File: src/verilog/tcio_regs.vh
// Purpose: constants for the channel 4 capture/compare pin control block
// Assumes: 32-bit axi4-lite register bus, byte addresses
// Notes: one aligned word per register, data in the low bits
`ifndef TCIO_REGS_VH
`define TCIO_REGS_VH
// register byte offsets
`define TCIO_OFS_CTRL_HIGH 4'h0
`define TCIO_OFS_CTRL_LOW 4'h4
`define TCIO_OFS_MODE 4'h8
`define TCIO_OFS_PINS 4'hC
// field layout
`define TCIO_FIELD_W 4
`define TCIO_FLD_HI_MSB 7
`define TCIO_FLD_HI_LSB 4
`define TCIO_FLD_LO_MSB 3
`define TCIO_FLD_LO_LSB 0
`define TCIO_BIT_CAPT 3
`define TCIO_BIT_INIT 2
// mode register bits
`define TCIO_MODE_BUF_A 4
`define TCIO_MODE_BUF_B 5
// reset values
`define TCIO_CTRL_RST 8'h00
`define TCIO_MODE_RST 8'h00
`define TCIO_FIELD_RST 4'h0
// action codes (low two field bits)
`define TCIO_ACT_NONE 2'h0
`define TCIO_ACT_LOW 2'h1
`define TCIO_ACT_HIGH 2'h2
`define TCIO_ACT_TOGGLE 2'h3
// capture edge codes
`define TCIO_EDGE_RISE 2'h0
`define TCIO_EDGE_FALL 2'h1
`define TCIO_EDGE_BOTH 2'h2
// axi responses
`define TCIO_RESP_OKAY 2'h0
`define TCIO_RESP_SLVERR 2'h2
`endif

File: src/verilog/tcio_top.v
// Purpose: channel 4 pin control, four capture/compare functions
// Assumes: counter and match strobes come from the timer core
// Notes: registers reached over axi4-lite; unmapped access gives slverr
//
// The AXI4-Lite interface to the registers and the register offsets were chosen for this implementation.
`timescale 1ns/1ns
`default_nettype none
`include "tcio_regs.vh"
// Summary of operation
// - high control bits 7..4 select general register B function
// - high control bits 3..0 select general register A function
// - low control bits 7..4 select general register D function
// - low control bits 3..0 select general register C function
// - compare code x01: pin driven low on match, bit 2 initial level
// - compare code x10: pin driven high on match, bit 2 initial level
// - compare code x11: pin toggles on match from bit 2 level
// - capture code 1x00: latch counter on rising pin edge
// - capture code 1x01: latch counter on falling pin edge
// - capture code 1x10: latch counter on both pin edges
// - buffer B mode set: D field void, no events on D
// - buffer A mode set: C field void, no events on C
module tcio_top #(
   parameter CNT_W = 16
) (
   // clock, reset, enable
   input wire aclk,
   input wire aresetn,
   input wire clk_en,
   // axi4-lite write
   input wire [3:0] s_awaddr,
   input wire s_awvalid,
   output wire s_awready,
   input wire [31:0] s_wdata,
   input wire [3:0] s_wstrb,
   input wire s_wvalid,
   output wire s_wready,
   output wire [1:0] s_bresp,
   output wire s_bvalid,
   input wire s_bready,
   // axi4-lite read
   input wire [3:0] s_araddr,
   input wire s_arvalid,
   output wire s_arready,
   output wire [31:0] s_rdata,
   output wire [1:0] s_rresp,
   output wire s_rvalid,
   input wire s_rready,
   // timer core
   input wire [CNT_W-1:0] counter,
   input wire [3:0] compare_match,
   output wire [4*CNT_W-1:0] capture_value,
   output wire [3:0] capture_strobe,
   // channel pins a, b, c, d in bits 0..3
   input wire [3:0] chan_pin_in,
   output wire [3:0] chan_pin_out,
   output wire [3:0] chan_pin_oe
);
   reg [7:0] chan4_io_ctrl_high;
   reg [7:0] chan4_io_ctrl_low;
   reg [7:0] chan4_mode_reg;
   wire wr_en;
   wire [3:0] wr_addr;
   wire [31:0] wr_data;
   wire [3:0] wr_strb;
   wire [3:0] rd_addr;
   reg [31:0] rd_data;
   reg [1:0] rd_resp;
   reg [1:0] wr_resp;
   wire buffer_mode_a;
   wire buffer_mode_b;
   wire [3:0] func_sel_a;
   wire [3:0] func_sel_b;
   wire [3:0] func_sel_c;
   wire [3:0] func_sel_d;
   wire [3:0] suppress;

   // address is mapped when it hits one of the four words
   function mapped;
      input [3:0] addr;
      begin
         mapped = addr == `TCIO_OFS_CTRL_HIGH || addr == `TCIO_OFS_CTRL_LOW
            || addr == `TCIO_OFS_MODE || addr == `TCIO_OFS_PINS;
      end
   endfunction

   tcio_axil_slave u_bus (
      .aclk(aclk),
      .aresetn(aresetn),
      .clk_en(clk_en),
      .s_awaddr(s_awaddr),
      .s_awvalid(s_awvalid),
      .s_awready(s_awready),
      .s_wdata(s_wdata),
      .s_wstrb(s_wstrb),
      .s_wvalid(s_wvalid),
      .s_wready(s_wready),
      .s_bresp(s_bresp),
      .s_bvalid(s_bvalid),
      .s_bready(s_bready),
      .s_araddr(s_araddr),
      .s_arvalid(s_arvalid),
      .s_arready(s_arready),
      .s_rdata(s_rdata),
      .s_rresp(s_rresp),
      .s_rvalid(s_rvalid),
      .s_rready(s_rready),
      .wr_en(wr_en),
      .wr_addr(wr_addr),
      .wr_data(wr_data),
      .wr_strb(wr_strb),
      .wr_resp(wr_resp),
      .rd_addr(rd_addr),
      .rd_data(rd_data),
      .rd_resp(rd_resp)
   );

   // register writes; only byte lane 0 carries data, fields reset to 0000
   always @(posedge aclk) begin
      if (!aresetn) begin
         chan4_io_ctrl_high <= `TCIO_CTRL_RST;
         chan4_io_ctrl_low <= `TCIO_CTRL_RST;
         chan4_mode_reg <= `TCIO_MODE_RST;
      end else if (clk_en && wr_en && wr_strb[0]) begin
         if (wr_addr == `TCIO_OFS_CTRL_HIGH) begin
            chan4_io_ctrl_high <= wr_data[7:0];
         end else if (wr_addr == `TCIO_OFS_CTRL_LOW) begin
            chan4_io_ctrl_low <= wr_data[7:0];
         end else if (wr_addr == `TCIO_OFS_MODE) begin
            chan4_mode_reg <= wr_data[7:0];
         end
      end
   end

   // write response: the pin status word is read-only but answers okay
   always @* begin
      if (mapped(wr_addr)) begin
         wr_resp = `TCIO_RESP_OKAY;
      end else begin
         wr_resp = `TCIO_RESP_SLVERR;
      end
   end

   // read decode; upper bits read as zero
   always @* begin
      rd_data = 32'h00000000;
      rd_resp = `TCIO_RESP_OKAY;
      if (rd_addr == `TCIO_OFS_CTRL_HIGH) begin
         rd_data = {24'h000000, chan4_io_ctrl_high};
      end else if (rd_addr == `TCIO_OFS_CTRL_LOW) begin
         rd_data = {24'h000000, chan4_io_ctrl_low};
      end else if (rd_addr == `TCIO_OFS_MODE) begin
         rd_data = {24'h000000, chan4_mode_reg};
      end else if (rd_addr == `TCIO_OFS_PINS) begin
         rd_data = {20'h00000, chan_pin_oe, chan_pin_out, chan_pin_in};
      end else begin
         rd_resp = `TCIO_RESP_SLVERR;
      end
   end

   // field split
   assign func_sel_b =
      chan4_io_ctrl_high[`TCIO_FLD_HI_MSB:`TCIO_FLD_HI_LSB];
   assign func_sel_a =
      chan4_io_ctrl_high[`TCIO_FLD_LO_MSB:`TCIO_FLD_LO_LSB];
   assign func_sel_d =
      chan4_io_ctrl_low[`TCIO_FLD_HI_MSB:`TCIO_FLD_HI_LSB];
   assign func_sel_c =
      chan4_io_ctrl_low[`TCIO_FLD_LO_MSB:`TCIO_FLD_LO_LSB];

   // buffer modes steal c and d; their fields then do nothing
   assign buffer_mode_a = chan4_mode_reg[`TCIO_MODE_BUF_A];
   assign buffer_mode_b = chan4_mode_reg[`TCIO_MODE_BUF_B];
   assign suppress = {buffer_mode_b, buffer_mode_a, 2'b00};

   tcio_pin_unit #(.CNT_W(CNT_W)) u_pin_a (
      .aclk(aclk),
      .aresetn(aresetn),
      .clk_en(clk_en),
      .func_sel(func_sel_a),
      .suppress(suppress[0]),
      .counter(counter),
      .compare_match(compare_match[0]),
      .pin_in(chan_pin_in[0]),
      .pin_out(chan_pin_out[0]),
      .pin_oe(chan_pin_oe[0]),
      .capture_value(capture_value[CNT_W-1:0]),
      .capture_strobe(capture_strobe[0])
   );
   tcio_pin_unit #(.CNT_W(CNT_W)) u_pin_b (
      .aclk(aclk),
      .aresetn(aresetn),
      .clk_en(clk_en),
      .func_sel(func_sel_b),
      .suppress(suppress[1]),
      .counter(counter),
      .compare_match(compare_match[1]),
      .pin_in(chan_pin_in[1]),
      .pin_out(chan_pin_out[1]),
      .pin_oe(chan_pin_oe[1]),
      .capture_value(capture_value[2*CNT_W-1:CNT_W]),
      .capture_strobe(capture_strobe[1])
   );
   tcio_pin_unit #(.CNT_W(CNT_W)) u_pin_c (
      .aclk(aclk),
      .aresetn(aresetn),
      .clk_en(clk_en),
      .func_sel(func_sel_c),
      .suppress(suppress[2]),
      .counter(counter),
      .compare_match(compare_match[2]),
      .pin_in(chan_pin_in[2]),
      .pin_out(chan_pin_out[2]),
      .pin_oe(chan_pin_oe[2]),
      .capture_value(capture_value[3*CNT_W-1:2*CNT_W]),
      .capture_strobe(capture_strobe[2])
   );
   tcio_pin_unit #(.CNT_W(CNT_W)) u_pin_d (
      .aclk(aclk),
      .aresetn(aresetn),
      .clk_en(clk_en),
      .func_sel(func_sel_d),
      .suppress(suppress[3]),
      .counter(counter),
      .compare_match(compare_match[3]),
      .pin_in(chan_pin_in[3]),
      .pin_out(chan_pin_out[3]),
      .pin_oe(chan_pin_oe[3]),
      .capture_value(capture_value[4*CNT_W-1:3*CNT_W]),
      .capture_strobe(capture_strobe[3])
   );
endmodule // tcio_top
`default_nettype wire

File: src/verilog/tcio_pin_unit.v
// Purpose: one general register's pin function, compare output or capture
// Assumes: pin input synchronous to aclk, match strobe is one cycle
// Notes: field change to a compare code reloads the initial pin level
`timescale 1ns/1ns
`default_nettype none
`include "tcio_regs.vh"
module tcio_pin_unit #(
   parameter CNT_W = 16
) (
   // clock and reset
   input wire aclk,
   input wire aresetn,
   input wire clk_en,
   // control
   input wire [3:0] func_sel,
   input wire suppress,
   // timer side
   input wire [CNT_W-1:0] counter,
   input wire compare_match,
   // pin
   input wire pin_in,
   output reg pin_out,
   output reg pin_oe,
   // capture result
   output reg [CNT_W-1:0] capture_value,
   output reg capture_strobe
);
   reg pin_prev;
   reg [3:0] sel_prev;
   wire is_capt;
   wire [1:0] act;
   wire rise;
   wire fall;
   reg hit;
   assign is_capt = func_sel[`TCIO_BIT_CAPT];
   assign act = func_sel[1:0];
   assign rise = pin_in & ~pin_prev;
   assign fall = ~pin_in & pin_prev;
   // edge select; code 11 is taken as no capture
   always @* begin
      case (act)
         `TCIO_EDGE_RISE: hit = rise;
         `TCIO_EDGE_FALL: hit = fall;
         `TCIO_EDGE_BOTH: hit = rise | fall;
         default: hit = 1'b0;
      endcase
   end
   // pin driver and capture latch; suppress blocks all events
   always @(posedge aclk) begin
      if (!aresetn) begin
         pin_out <= 1'b0;
         pin_oe <= 1'b0;
         pin_prev <= 1'b0;
         sel_prev <= `TCIO_FIELD_RST;
         capture_value <= {CNT_W{1'b0}};
         capture_strobe <= 1'b0;
      end else if (clk_en) begin
         pin_prev <= pin_in;
         sel_prev <= func_sel;
         capture_strobe <= 1'b0;
         // disabled output for codes x00 in compare mode
         pin_oe <= !is_capt && act != `TCIO_ACT_NONE && !suppress;
         if (is_capt) begin
            if (hit && !suppress) begin
               capture_value <= counter;
               capture_strobe <= 1'b1;
            end
         end else if (func_sel != sel_prev) begin
            pin_out <= func_sel[`TCIO_BIT_INIT]; // initial level
         end else if (compare_match && !suppress) begin
            case (act)
               `TCIO_ACT_LOW: pin_out <= 1'b0;
               `TCIO_ACT_HIGH: pin_out <= 1'b1;
               `TCIO_ACT_TOGGLE: pin_out <= ~pin_out;
               default: pin_out <= pin_out;
            endcase
         end
      end
   end
endmodule // tcio_pin_unit
`default_nettype wire

File: src/verilog/tcio_axil_slave.v
// Purpose: axi4-lite slave front end, one write and one read at a time
// Assumes: 32-bit data, 4-bit byte address
// Notes: aw and w are taken in any order; response two cycles after both
`timescale 1ns/1ns
`default_nettype none
module tcio_axil_slave (
   // clock
   input wire aclk,
   input wire aresetn,
   input wire clk_en,
   // write address and data
   input wire [3:0] s_awaddr,
   input wire s_awvalid,
   output wire s_awready,
   input wire [31:0] s_wdata,
   input wire [3:0] s_wstrb,
   input wire s_wvalid,
   output wire s_wready,
   output reg [1:0] s_bresp,
   output reg s_bvalid,
   input wire s_bready,
   // read
   input wire [3:0] s_araddr,
   input wire s_arvalid,
   output wire s_arready,
   output reg [31:0] s_rdata,
   output reg [1:0] s_rresp,
   output reg s_rvalid,
   input wire s_rready,
   // register file side
   output reg wr_en,
   output reg [3:0] wr_addr,
   output reg [31:0] wr_data,
   output reg [3:0] wr_strb,
   input wire [1:0] wr_resp,
   output wire [3:0] rd_addr,
   input wire [31:0] rd_data,
   input wire [1:0] rd_resp
);
   reg aw_held;
   reg w_held;
   // each channel ready while its item is not held and no response pending
   assign s_awready = clk_en && !aw_held && !s_bvalid;
   assign s_wready = clk_en && !w_held && !s_bvalid;
   assign s_arready = clk_en && !s_rvalid;
   assign rd_addr = s_araddr;
   // write path: collect address and data, then one write pulse
   always @(posedge aclk) begin
      if (!aresetn) begin
         aw_held <= 1'b0;
         w_held <= 1'b0;
         wr_en <= 1'b0;
         wr_addr <= 4'h0;
         wr_data <= 32'h00000000;
         wr_strb <= 4'h0;
         s_bvalid <= 1'b0;
         s_bresp <= 2'h0;
      end else if (clk_en) begin
         wr_en <= 1'b0;
         if (s_awvalid && s_awready) begin
            aw_held <= 1'b1;
            wr_addr <= s_awaddr;
         end
         if (s_wvalid && s_wready) begin
            w_held <= 1'b1;
            wr_data <= s_wdata;
            wr_strb <= s_wstrb;
         end
         if (aw_held && w_held && !wr_en) begin
            wr_en <= 1'b1;
         end
         if (wr_en) begin
            aw_held <= 1'b0;
            w_held <= 1'b0;
            s_bvalid <= 1'b1;
            s_bresp <= wr_resp;
         end else if (s_bvalid && s_bready) begin
            s_bvalid <= 1'b0;
         end
      end
   end
   // read path: data registered on address acceptance
   always @(posedge aclk) begin
      if (!aresetn) begin
         s_rvalid <= 1'b0;
         s_rdata <= 32'h00000000;
         s_rresp <= 2'h0;
      end else if (clk_en) begin
         if (s_arvalid && s_arready) begin
            s_rvalid <= 1'b1;
            s_rdata <= rd_data;
            s_rresp <= rd_resp;
         end else if (s_rvalid && s_rready) begin
            s_rvalid <= 1'b0;
         end
      end
   end
endmodule // tcio_axil_slave
`default_nettype wire

File: config.mk
export PLATFORM = sky130hd
export DESIGN_NAME = tcio_top
export DESIGN_NICKNAME = d
export VERILOG_FILES = /design/src/verilog/tcio_top.v /design/src/verilog/tcio_pin_unit.v /design/src/verilog/tcio_axil_slave.v
export VERILOG_INCLUDE_DIRS = /design/src /design/src/verilog
export SDC_FILE = /design/constraint.sdc
export NUM_CORES = 1
export LEC_CHECK = 0
export BUFFER_PORTS_ARGS = -buffer_cell sky130_fd_sc_hd__buf_2
export CELL_PAD_IN_SITES_DETAIL_PLACEMENT = 0
export CELL_PAD_IN_SITES_GLOBAL_PLACEMENT = 1
export CORE_MARGIN = 2
export CORE_UTILIZATION = 38
export CTS_BUF_LIST = sky130_fd_sc_hd__clkbuf_16
export CTS_CLUSTER_DIAMETER = 100
export CTS_CLUSTER_SIZE = 14
export DETAILED_ROUTE_END_ITERATION = 6
export PLACE_DENSITY = 0.8
export SKIP_LAST_GASP = 1
export SYNTH_ARGS = -nofsm -noshare
export SYNTH_HDL_FRONTEND = slang
export SYNTH_HIERARCHICAL = 1
export SYNTH_SLANG_ARGS = --single-unit
File: constraint.sdc
create_clock -name aclk -period 1.5 [get_ports aclk]
set_input_delay 0.3 -clock aclk [delete_from_list [all_inputs] [get_ports aclk]]
set_output_delay 0.3 -clock aclk [all_outputs]
set_load 0.05 [all_outputs]
== Word level (Yosys, flattened, before mapping) ==
Cells that the tools add are included.

* Bits of input ports: 76
* Logic and storage cells: 211
* Flip-flop bits (word level): 174
* Output and inout port bits: 117

* Muxes and demuxes: 42
* Bitwise operators: 30
* Reduce and logical (&&, ||, !) cells: 79
* Equality and inequality tests: 22

{| class="wikitable"
|+ Operator list
! kind !! count
|-
| 2-to-1 mux 12 bit || 4
|-
| 2-to-1 mux 1 bit || 25
|-
| logical AND 1 bit || 24
|-
| case mux 1 bit (3 select lines) || 8
|-
| nonzero test 2 bit || 12
|-
| AND reduction 4 bit || 5
|-
| inverter 1 bit || 18
|-
| AND reduction 2 bit || 9
|-
| == test 2 bit (second input constant) || 8
|-
| == test 4 bit (second input constant) || 4
|-
| inequality test 4 bit || 4
|-
| nonzero test 4 bit || 4
|-
| AND reduction 3 bit || 5
|-
| zero test 1 bit || 11
|-
| 2-to-1 mux 2 bit || 5
|-
| AND 1 bit || 8
|-
| == test 2 x 1 -> 1 bit (second input constant) || 4
|-
| == test 4 x 3 -> 1 bit (second input constant) || 2
|-
| zero test 2 bit || 4
|-
| zero test 4 bit || 2
|-
| OR 1 bit || 4
|-
| logical OR 1 bit || 3
|}

== Longest topological paths before layout ==
Gate-level depths: netlist of the first run.

* Word-level depth: 7
* Depth in mapped cells: 8
* Mapped depth without buffers: 6

== Modules after synthesis ==
Netlist of the first run, hierarchy kept.

{| class="wikitable"
|+ Modules (own cells, without submodules)
! module !! instances !! area each (um^2) !! seq. area each (um^2) !! cells each
|-
| tcio_pin_unit || 4 || 1133.6 || 480.5 || 114
|-
| tcio_axil_slave || 1 || 3352.0 || 1621.6 || 357
|-
| tcio_top || 1 || 1214.9 || 480.5 || 119
|}

== Least setup slack after synthesis of the first run ==
No wires, ideal clock.

* Path kind: flip-flop to output port
* Start point: register u_bus.s_bvalid
* End point: output s_awready
* Data required time: 1200 ps
* Cell stages (with the launch flop): 3
* Data arrival time: 1363 ps
* Path buffers: 0
* Slack: -163 ps
* Cells stage by stage: dfxtp_1 nand2b_1 nor2_1

* Word-level cells in the longest chain between the ends: 2

{| class="wikitable"
|+ Ends and longest elaborated chain
! item !! line !! source
|-
| start, declared || tcio_axil_slave.v:20 || <nowiki>output reg s_bvalid,</nowiki>
|-
| start signal, assigned || tcio_axil_slave.v:56 || <nowiki>s_bvalid <= 1'b0;</nowiki>
|-
| start signal, assigned || tcio_axil_slave.v:75 || <nowiki>s_bvalid <= 1'b1;</nowiki>
|-
| start signal, assigned || tcio_axil_slave.v:78 || <nowiki>s_bvalid <= 1'b0;</nowiki>
|-
| zero test 1 bit || tcio_axil_slave.v:43 || <nowiki>assign s_awready = clk_en && !aw_held && !s_bvalid;</nowiki>
|-
| logical AND 1 bit || tcio_axil_slave.v:43 ||
|-
| end, declared || tcio_top.v:32 || <nowiki>output wire s_awready,</nowiki>
|}

Every way passes these cells.

== Worst setup path after layout of the first run ==
* Start point: register u_pin_a.pin_prev
* End point: register u_pin_a.capture_value[15]

* Word-level cells in the longest chain between the ends: 5
* Elaborated cells on any way between the ends: 6
* Classes of those cells: 1 x mux; 4 x bitwise; 1 x reduce/logical

{| class="wikitable"
|+ Ends and longest elaborated chain
! item !! line !! source
|-
| start, declared || tcio_pin_unit.v:28 || <nowiki>reg pin_prev;</nowiki>
|-
| start signal, assigned || tcio_pin_unit.v:58 || <nowiki>pin_prev <= pin_in;</nowiki>
|-
| inverter 1 bit || tcio_pin_unit.v:37 || <nowiki>assign rise = pin_in & ~pin_prev;</nowiki>
|-
| AND 1 bit || tcio_pin_unit.v:37 ||
|-
| OR 1 bit || tcio_pin_unit.v:44 || <nowiki>`TCIO_EDGE_BOTH: hit = rise | fall;</nowiki>
|-
| case mux 1 bit (3 select lines) * || tcio_pin_unit.v:41 || <nowiki>case (act)</nowiki>
|-
| AND reduction 3 bit (no line) * || -- ||
|-
| end signal, assigned || tcio_pin_unit.v:55 || <nowiki>capture_value <= {CNT_W{1'b0}};</nowiki>
|-
| end signal, assigned || tcio_pin_unit.v:65 || <nowiki>capture_value <= counter;</nowiki>
|-
| end, declared || tcio_pin_unit.v:25 || <nowiki>output reg [CNT_W-1:0] capture_value,</nowiki>
|}

Mark *: on every way between the ends. The rest lies on a longest branch, timed or not.
A chain may end at the register's enable or synchronous reset.

==> summary.md, run 1 <==
| Metric | Value |
|---|---|
| Outcome | `finished, violations left` |
| Failing checks | `negative setup slack` |
| Layout area overhead | `36.0%` |
| Routed wire length | `20300 µm` |
| Average size of a mapped cell | `9.80 µm²` |
| First-pass GRT wire length | `30700 µm` |
| # DRC | `0` |
| Max reg flops | `32` |
| FF-to-FF path depth | `8` |
| Endpoints failing setup | `60` |
| Core area | `20900 µm²` |
| # fillers | `1900` |
| Post-Synthesis Cells | `820` |
| Dpl hpwl | `14300 µm` |
| Leakage | `4.75 nW` |
| Critical-path cell list | `buf_4 > inv_1 > ha_2 > nand2_2 > a31oi_4 > clkbuf_16 > mux2i_1 > nor2_1` |
| Via count of the first global-routing pass | `5867` |
| Antenna viol nets, final | `0` |
| Worst Hold Class | `input pin to flip-flop` |
| Fin crit period | `1670 ps` |
| Io pins | `193` |
| R2r startpoint | `u_pin_a/pin_prev` |
| Tot GR Track Use | `0.174` |
| Routed len/inst | `15.0 µm` |
| Reg-to-reg endpoint | `u_pin_a/capture_value[15]` |
| Grt ovf | `0` |
| Setup ws final | `-171 ps` |
| Buffers plus inverters on the worst setup path | `3` |
| Most common cell after layout, fill and taps aside | `buf_2` |
| Post-route clock period utilization | `1.11` |
| Drt pass-1 iters | `4` |
| Clock Sinks | `174` |
| Setup CP Type | `flip-flop to flip-flop` |
| Die width | `149 µm` |
| Slowest cell on crit path | `dfxtp_2` |
| RSZ-0062 raised after global routing | `yes` |
| Post-DR vias/cell | `4.65` |
| Row cnt | `53` |
| Initial DRC count | `301` |
| Port Buf Inserts | `165` |
| ANT cells | `0` |
| CTS tree | `yes` |
| Worst Setup End Kind | `flip-flop` |
| CTS root buffer | `clkbuf_16` |
| Biggest register | `u_bus/s_rdata` |
| CTS Buf Count | `17` |
| Syn. warnings | `6` |
| Initial Util | `0.385` |
| CP max FO | `8` |
| Clock slew at reported path FFs | `80 ps` |
| Final Net Count | `1170` |
| Die Y | `149 µm` |
| Pin count of the biggest net entering global routing | `43` |
| Initial antenna violation count | `0` |
| GP Congestion | `0.819` |
| Hold WS | `105 ps` |
| Final-report hold violation count | `0` |
| Maximum capacitance violations | `0` |
| Peak VDD IR | `739 µV` |
| Fin. max-slew vios | `0` |
| Later-pin clock latency in the skew report | `440 ps` |
| WHS Endpoint | `u_bus/wr_addr[0]` |
| Total negative slack | `-5690 ps` |
| Worst path arrival time | `1990 ps` |
| Min-delay src | `s_awaddr[0]` |
| P per Cell Area | `909 nW/µm²` |
| Share of post-route cells with drive strength above 1 | `0.353` |
| CP Launch Type | `flip-flop` |
| Max frequency | `0.599 GHz` |
| Min-Delay Path Depth | `3` |
| Largest stage delay on the critical path | `340 ps` |
| Vias | `6295` |
| Mapped Area | `8040 µm²` |
| Setup Skew | `12.0 ps` |
| H-tree depth | `4` |
| Die ar. | `22300 µm²` |
| Clk buf depth | `2` |
| Worst Path Required | `1820 ps` |
| Crit path max-delay family | `buffers and inverters` |
| R2R Setup Slk | `-170 ps` |
| Most frequent cells in the layout | `buf_2 (159), dfxtp_1 (157), mux2i_1 (153)` |
## where the power goes
part	total [mW]	switching, mW	internal [mW]	leakage (nW)
registers	4.71	0.0404	4.67	1.42
clock network	4.39	2.15	2.24	0.283
logic	0.842	0.514	0.328	3.05
total	9.94	2.70	7.23	4.75
## tightest hold or removal path, stage by stage
cell and delay [ps]:
buf_2 100, nand2_1 50, mux2i_1 50
## layout make-up
class / instances / area, µm² / area share
tap: 275 / 344 / 0.0315
sequential: 174 / 3520 / 0.323
clock buffer: 17 / 425 / 0.0389
inverter: 33 / 134 / 0.0123
timing repair buffer: 252 / 1760 / 0.161
multi-input combinational: 588 / 4570 / 0.419
clock inverter: 15 / 169 / 0.0155
## how the worst max path moves through the flow
stage,startpoint,endpoint,slack (ps),cells after the start
after detailed placement,chan4_io_ctrl_low[1],u_pin_c/pin_out,-170,6
after floorplan,u_bus/s_bvalid,s_awready,-160,2
after global routing,chan4_io_ctrl_high[1],u_pin_a/pin_out,-260,6
final,u_pin_a/pin_prev,u_pin_a/capture_value[15],-170,8
after global placement,chan_pin_in[2],u_pin_c/capture_value[13],-130,8
after CTS,chan4_io_ctrl_low[0],u_pin_c/pin_out,-110,6
## metrics by stage
stage          instance area (µm²)  std cells  setup slack (ps)  power [mW]  utilization
2_1_floorplan                 8290        851              -163        5.34            -
6_report                     10900       1354              -171        9.94        0.523
4_1_cts                      10500       1346              -115        10.0        0.505
3_3_place_gp                  9700       1310              -128        5.59        0.464
5_1_grt                      10900       1354              -255        10.3        0.523
3_5_place_dp                  9700       1310              -171        5.60        0.464
## per-layer routing
metal  share of wire  global-route usage
met1            0.46               0.225
met5               0                   0
met4           0.015              0.0510
met3           0.036              0.0399
met2            0.49               0.291
## repair_timing
action | CTS | global route
gates resized for setup | 43 | 41
cloned | 1 | 4
hold buffers | 0 | 0
pin swaps | 18 | 17
setup endpoints to repair | 71 | 79
setup buffers | 3 | 4
Note: power is estimated with default switching activity, not from simulation.
==> run 2, diff against run 1 <==
- ABC_AREA: default -> 1
- CORE_UTILIZATION: 38 -> 36
==> summary.md, run 2 <==
| Metric | Value |
|---|---|
| Outcome | `finished, violations left (unchanged)` |
| Failing checks | `negative setup slack (unchanged)` |
| Clock Sinks | `174 (unchanged)` |
| Via count of the first global-routing pass | `6901 (was 5867)` |
| Port Buf Inserts | `165 (unchanged)` |
| GP Congestion | `0.797 (was 0.819)` |
| Max reg flops | `32 (unchanged)` |
| Met3 wire length | `1080 µm (was 731 µm)` |
| Grt ovf | `0 (unchanged)` |
| Io pins | `193 (unchanged)` |
| Initial antenna violation count | `1 (was 0)` |
| Endpoints failing setup | `8 (was 60)` |
| Routed wire length | `24000 µm (was 20300 µm)` |
| Syn. warnings | `6 (unchanged)` |
| Layout area overhead | `35.6% (was 36.0%)` |
| Fin crit period | `1530 ps (was 1670 ps)` |
| Switching Fraction | `0.294 (was 0.272)` |
| Worst Path Required | `1870 ps (was 1820 ps)` |
| Met1 WL | `11000 µm (was 9330 µm)` |
| ANT cells | `0 (unchanged)` |
| Total negative slack | `-89.5 ps (was -5690 ps)` |
| Worst path arrival time | `1890 ps (was 1990 ps)` |
| Vias | `7820 (was 6295)` |
| Post-DR vias/cell | `4.76 (was 4.65)` |
| Max frequency | `0.655 GHz (was 0.599 GHz)` |
| Post-route clock period utilization | `1.02 (was 1.11)` |
| Routed len/inst | `14.6 µm (was 15.0 µm)` |
| Combinational share of power | `0.114 (was 0.085)` |
| Sequential share of power | `0.460 (was 0.474)` |
| Average size of a mapped cell | `7.35 µm² (was 9.80 µm²)` |
| NetSw | `3.05 mW (was 2.70 mW)` |
| H-tree depth | `4 (unchanged)` |
| # DRC | `0 (unchanged)` |
| Fin. max-slew vios | `0 (unchanged)` |
| Later-pin clock latency in the skew report | `440 ps (about the same)` |
| Setup Skew | `12.7 ps (was 12.0 ps)` |
| Leakage | `5.02 nW (was 4.75 nW)` |
| Die Y | `154 µm (was 149 µm)` |
| Die width | `154 µm (was 149 µm)` |
| Final-report hold violation count | `0 (unchanged)` |
| Top Metal Used | `met5 (was met4)` |
| P_int | `7.34 mW (was 7.23 mW)` |
| Most common cell after layout, fill and taps aside | `nor2_1 (was buf_2)` |
| Final instance area | `11000 µm² (was 10900 µm²)` |
| Post-Synthesis Cells | `1106 (was 820)` |
| Biggest register | `u_bus/s_rdata (unchanged)` |
| Clk buf depth | `2 (unchanged)` |
| Share of post-route cells with drive strength above 1 | `0.326 (was 0.353)` |
| Core area | `22000 µm² (was 20900 µm²)` |
| Clock power share | `0.426 (was 0.442)` |
| First-pass GRT wire length | `35900 µm (was 30700 µm)` |
| CP max FO | `8 (unchanged)` |
| Setup crit start | `chan4_io_ctrl_low[4] (was u_pin_a/pin_prev)` |
| WL met2 | `11500 µm (was 9930 µm)` |
| R2r startpoint | `chan4_io_ctrl_low[4] (was u_pin_a/pin_prev)` |
| Row cnt | `54 (was 53)` |
| CTS root buffer | `clkbuf_16 (unchanged)` |
| Worst Setup End Kind | `flip-flop (unchanged)` |
| Initial DRC count | `448 (was 301)` |
| Dpl hpwl | `15900 µm (was 14300 µm)` |
| Min-delay src | `s_bready (was s_awaddr[0])` |
| Antenna viol nets, final | `0 (unchanged)` |
| Pin count of the biggest net entering global routing | `42 (was 43)` |
| Post-DP Area | `9540 µm² (was 9700 µm²)` |
| CTS Buf Count | `17 (unchanged)` |
| RSZ-0062 raised after global routing | `yes (unchanged)` |
| Die ar. | `23800 µm² (was 22300 µm²)` |
| Clock slew at reported path FFs | `70 ps (was 80 ps)` |
| Setup ws final | `-27.4 ps (was -171 ps)` |
| Worst Hold Class | `input pin to flip-flop (unchanged)` |
| Drt pass-1 iters | `4 (unchanged)` |
| Peak VDD IR | `669 µV (was 739 µV)` |
| Initial Util | `0.370 (was 0.385)` |
| Final Net Count | `1455 (was 1170)` |
| Setup CP Type | `flip-flop to flip-flop (unchanged)` |
| Mapped Area | `8130 µm² (was 8040 µm²)` |
| CTS tree | `yes (unchanged)` |
| Maximum capacitance violations | `0 (unchanged)` |
| P per Cell Area | `944 nW/µm² (was 909 nW/µm²)` |
| CTS Hold Bufs | `0 (unchanged)` |
| CP Launch Type | `flip-flop (unchanged)` |
| Tot GR Track Use | `0.188 (was 0.174)` |
| Most frequent cells in the layout | `nor2_1 (195), nand2_1 (184), dfxtp_1 (161) (was buf_2 (159), dfxtp_1 (157), mux2i_1 (153))` |
[run 2: path summary, 6_finish.rpt]
| path | end | slack [ps] | cells after the start |
|---|---|---|---|
| setup / recovery | u_pin_d/capture_value[1] | -30 | 9 |
| hold / removal | u_bus/s_bvalid | 130 | 4 |
| setup reg to reg | u_pin_d/capture_value[1] | -30 | 9 |
| hold reg to reg | u_bus/s_rdata[23] | 460 | 2 |
[run 2: metrics by stage]
step,std cells,setup slack (ps),utilization,hold WS [ps],power [mW]
after global placement,1585,-133,0.435,449,5.98
after detailed placement,1585,-153,0.435,452,5.98
after floorplan,1133,52.2,-,421,5.65
final,1644,-27.4,0.502,132,10.4
after CTS,1634,7.94,0.469,118,10.5
after global routing,1644,-75.2,0.502,134,10.9
[run 2: layer usage]
layer	track usage	vias to the layer above
met5	0	-
met4	0.0570	2
met1	0.252	3569
met2	0.312	190
met3	0.0333	28
li1	-	4031
[run 2: power by group through the flow]
stage | Sequential [mW] | Clock [mW] | Combinational [mW]
after CTS | 4.79 | 4.54 | 1.12
after detailed placement | 4.90 | 0 | 1.08
after global routing | 4.79 | 4.75 | 1.31
after floorplan | 5.02 | 0 | 0.632
final | 4.78 | 4.43 | 1.19
after global placement | 4.90 | 0 | 1.08
[run 2: critical path, cell delays in order (launching register included)]
cell and delay (ps):
dfxtp_4 370, inv_6 70, ha_4 120, inv_2 40
o211ai_1 240, buf_4 230, nand2_8 120, inv_12 140
nor2_4 30, nor2_1 90
[run 2: final cells by class]
| class | instances | area [µm²] |
|---|---|---|
| timing repair buffer | 251 | 1630 |
| timing repair inverter | 3 | 38.8 |
| clock inverter | 15 | 161 |
| clock buffer | 17 | 425 |
| multi-input combinational | 792 | 4390 |
| sequential | 174 | 3520 |
| tap | 280 | 350 |
| inverter | 112 | 495 |
| fill | 2127 | 10900 |
[run 2: repair_timing]
item	CTS	global route
setup buffers	14	4
pin swaps	12	37
gates resized for setup	22	202
gates cloned	3	6
endpoints found under the setup margin	69	75
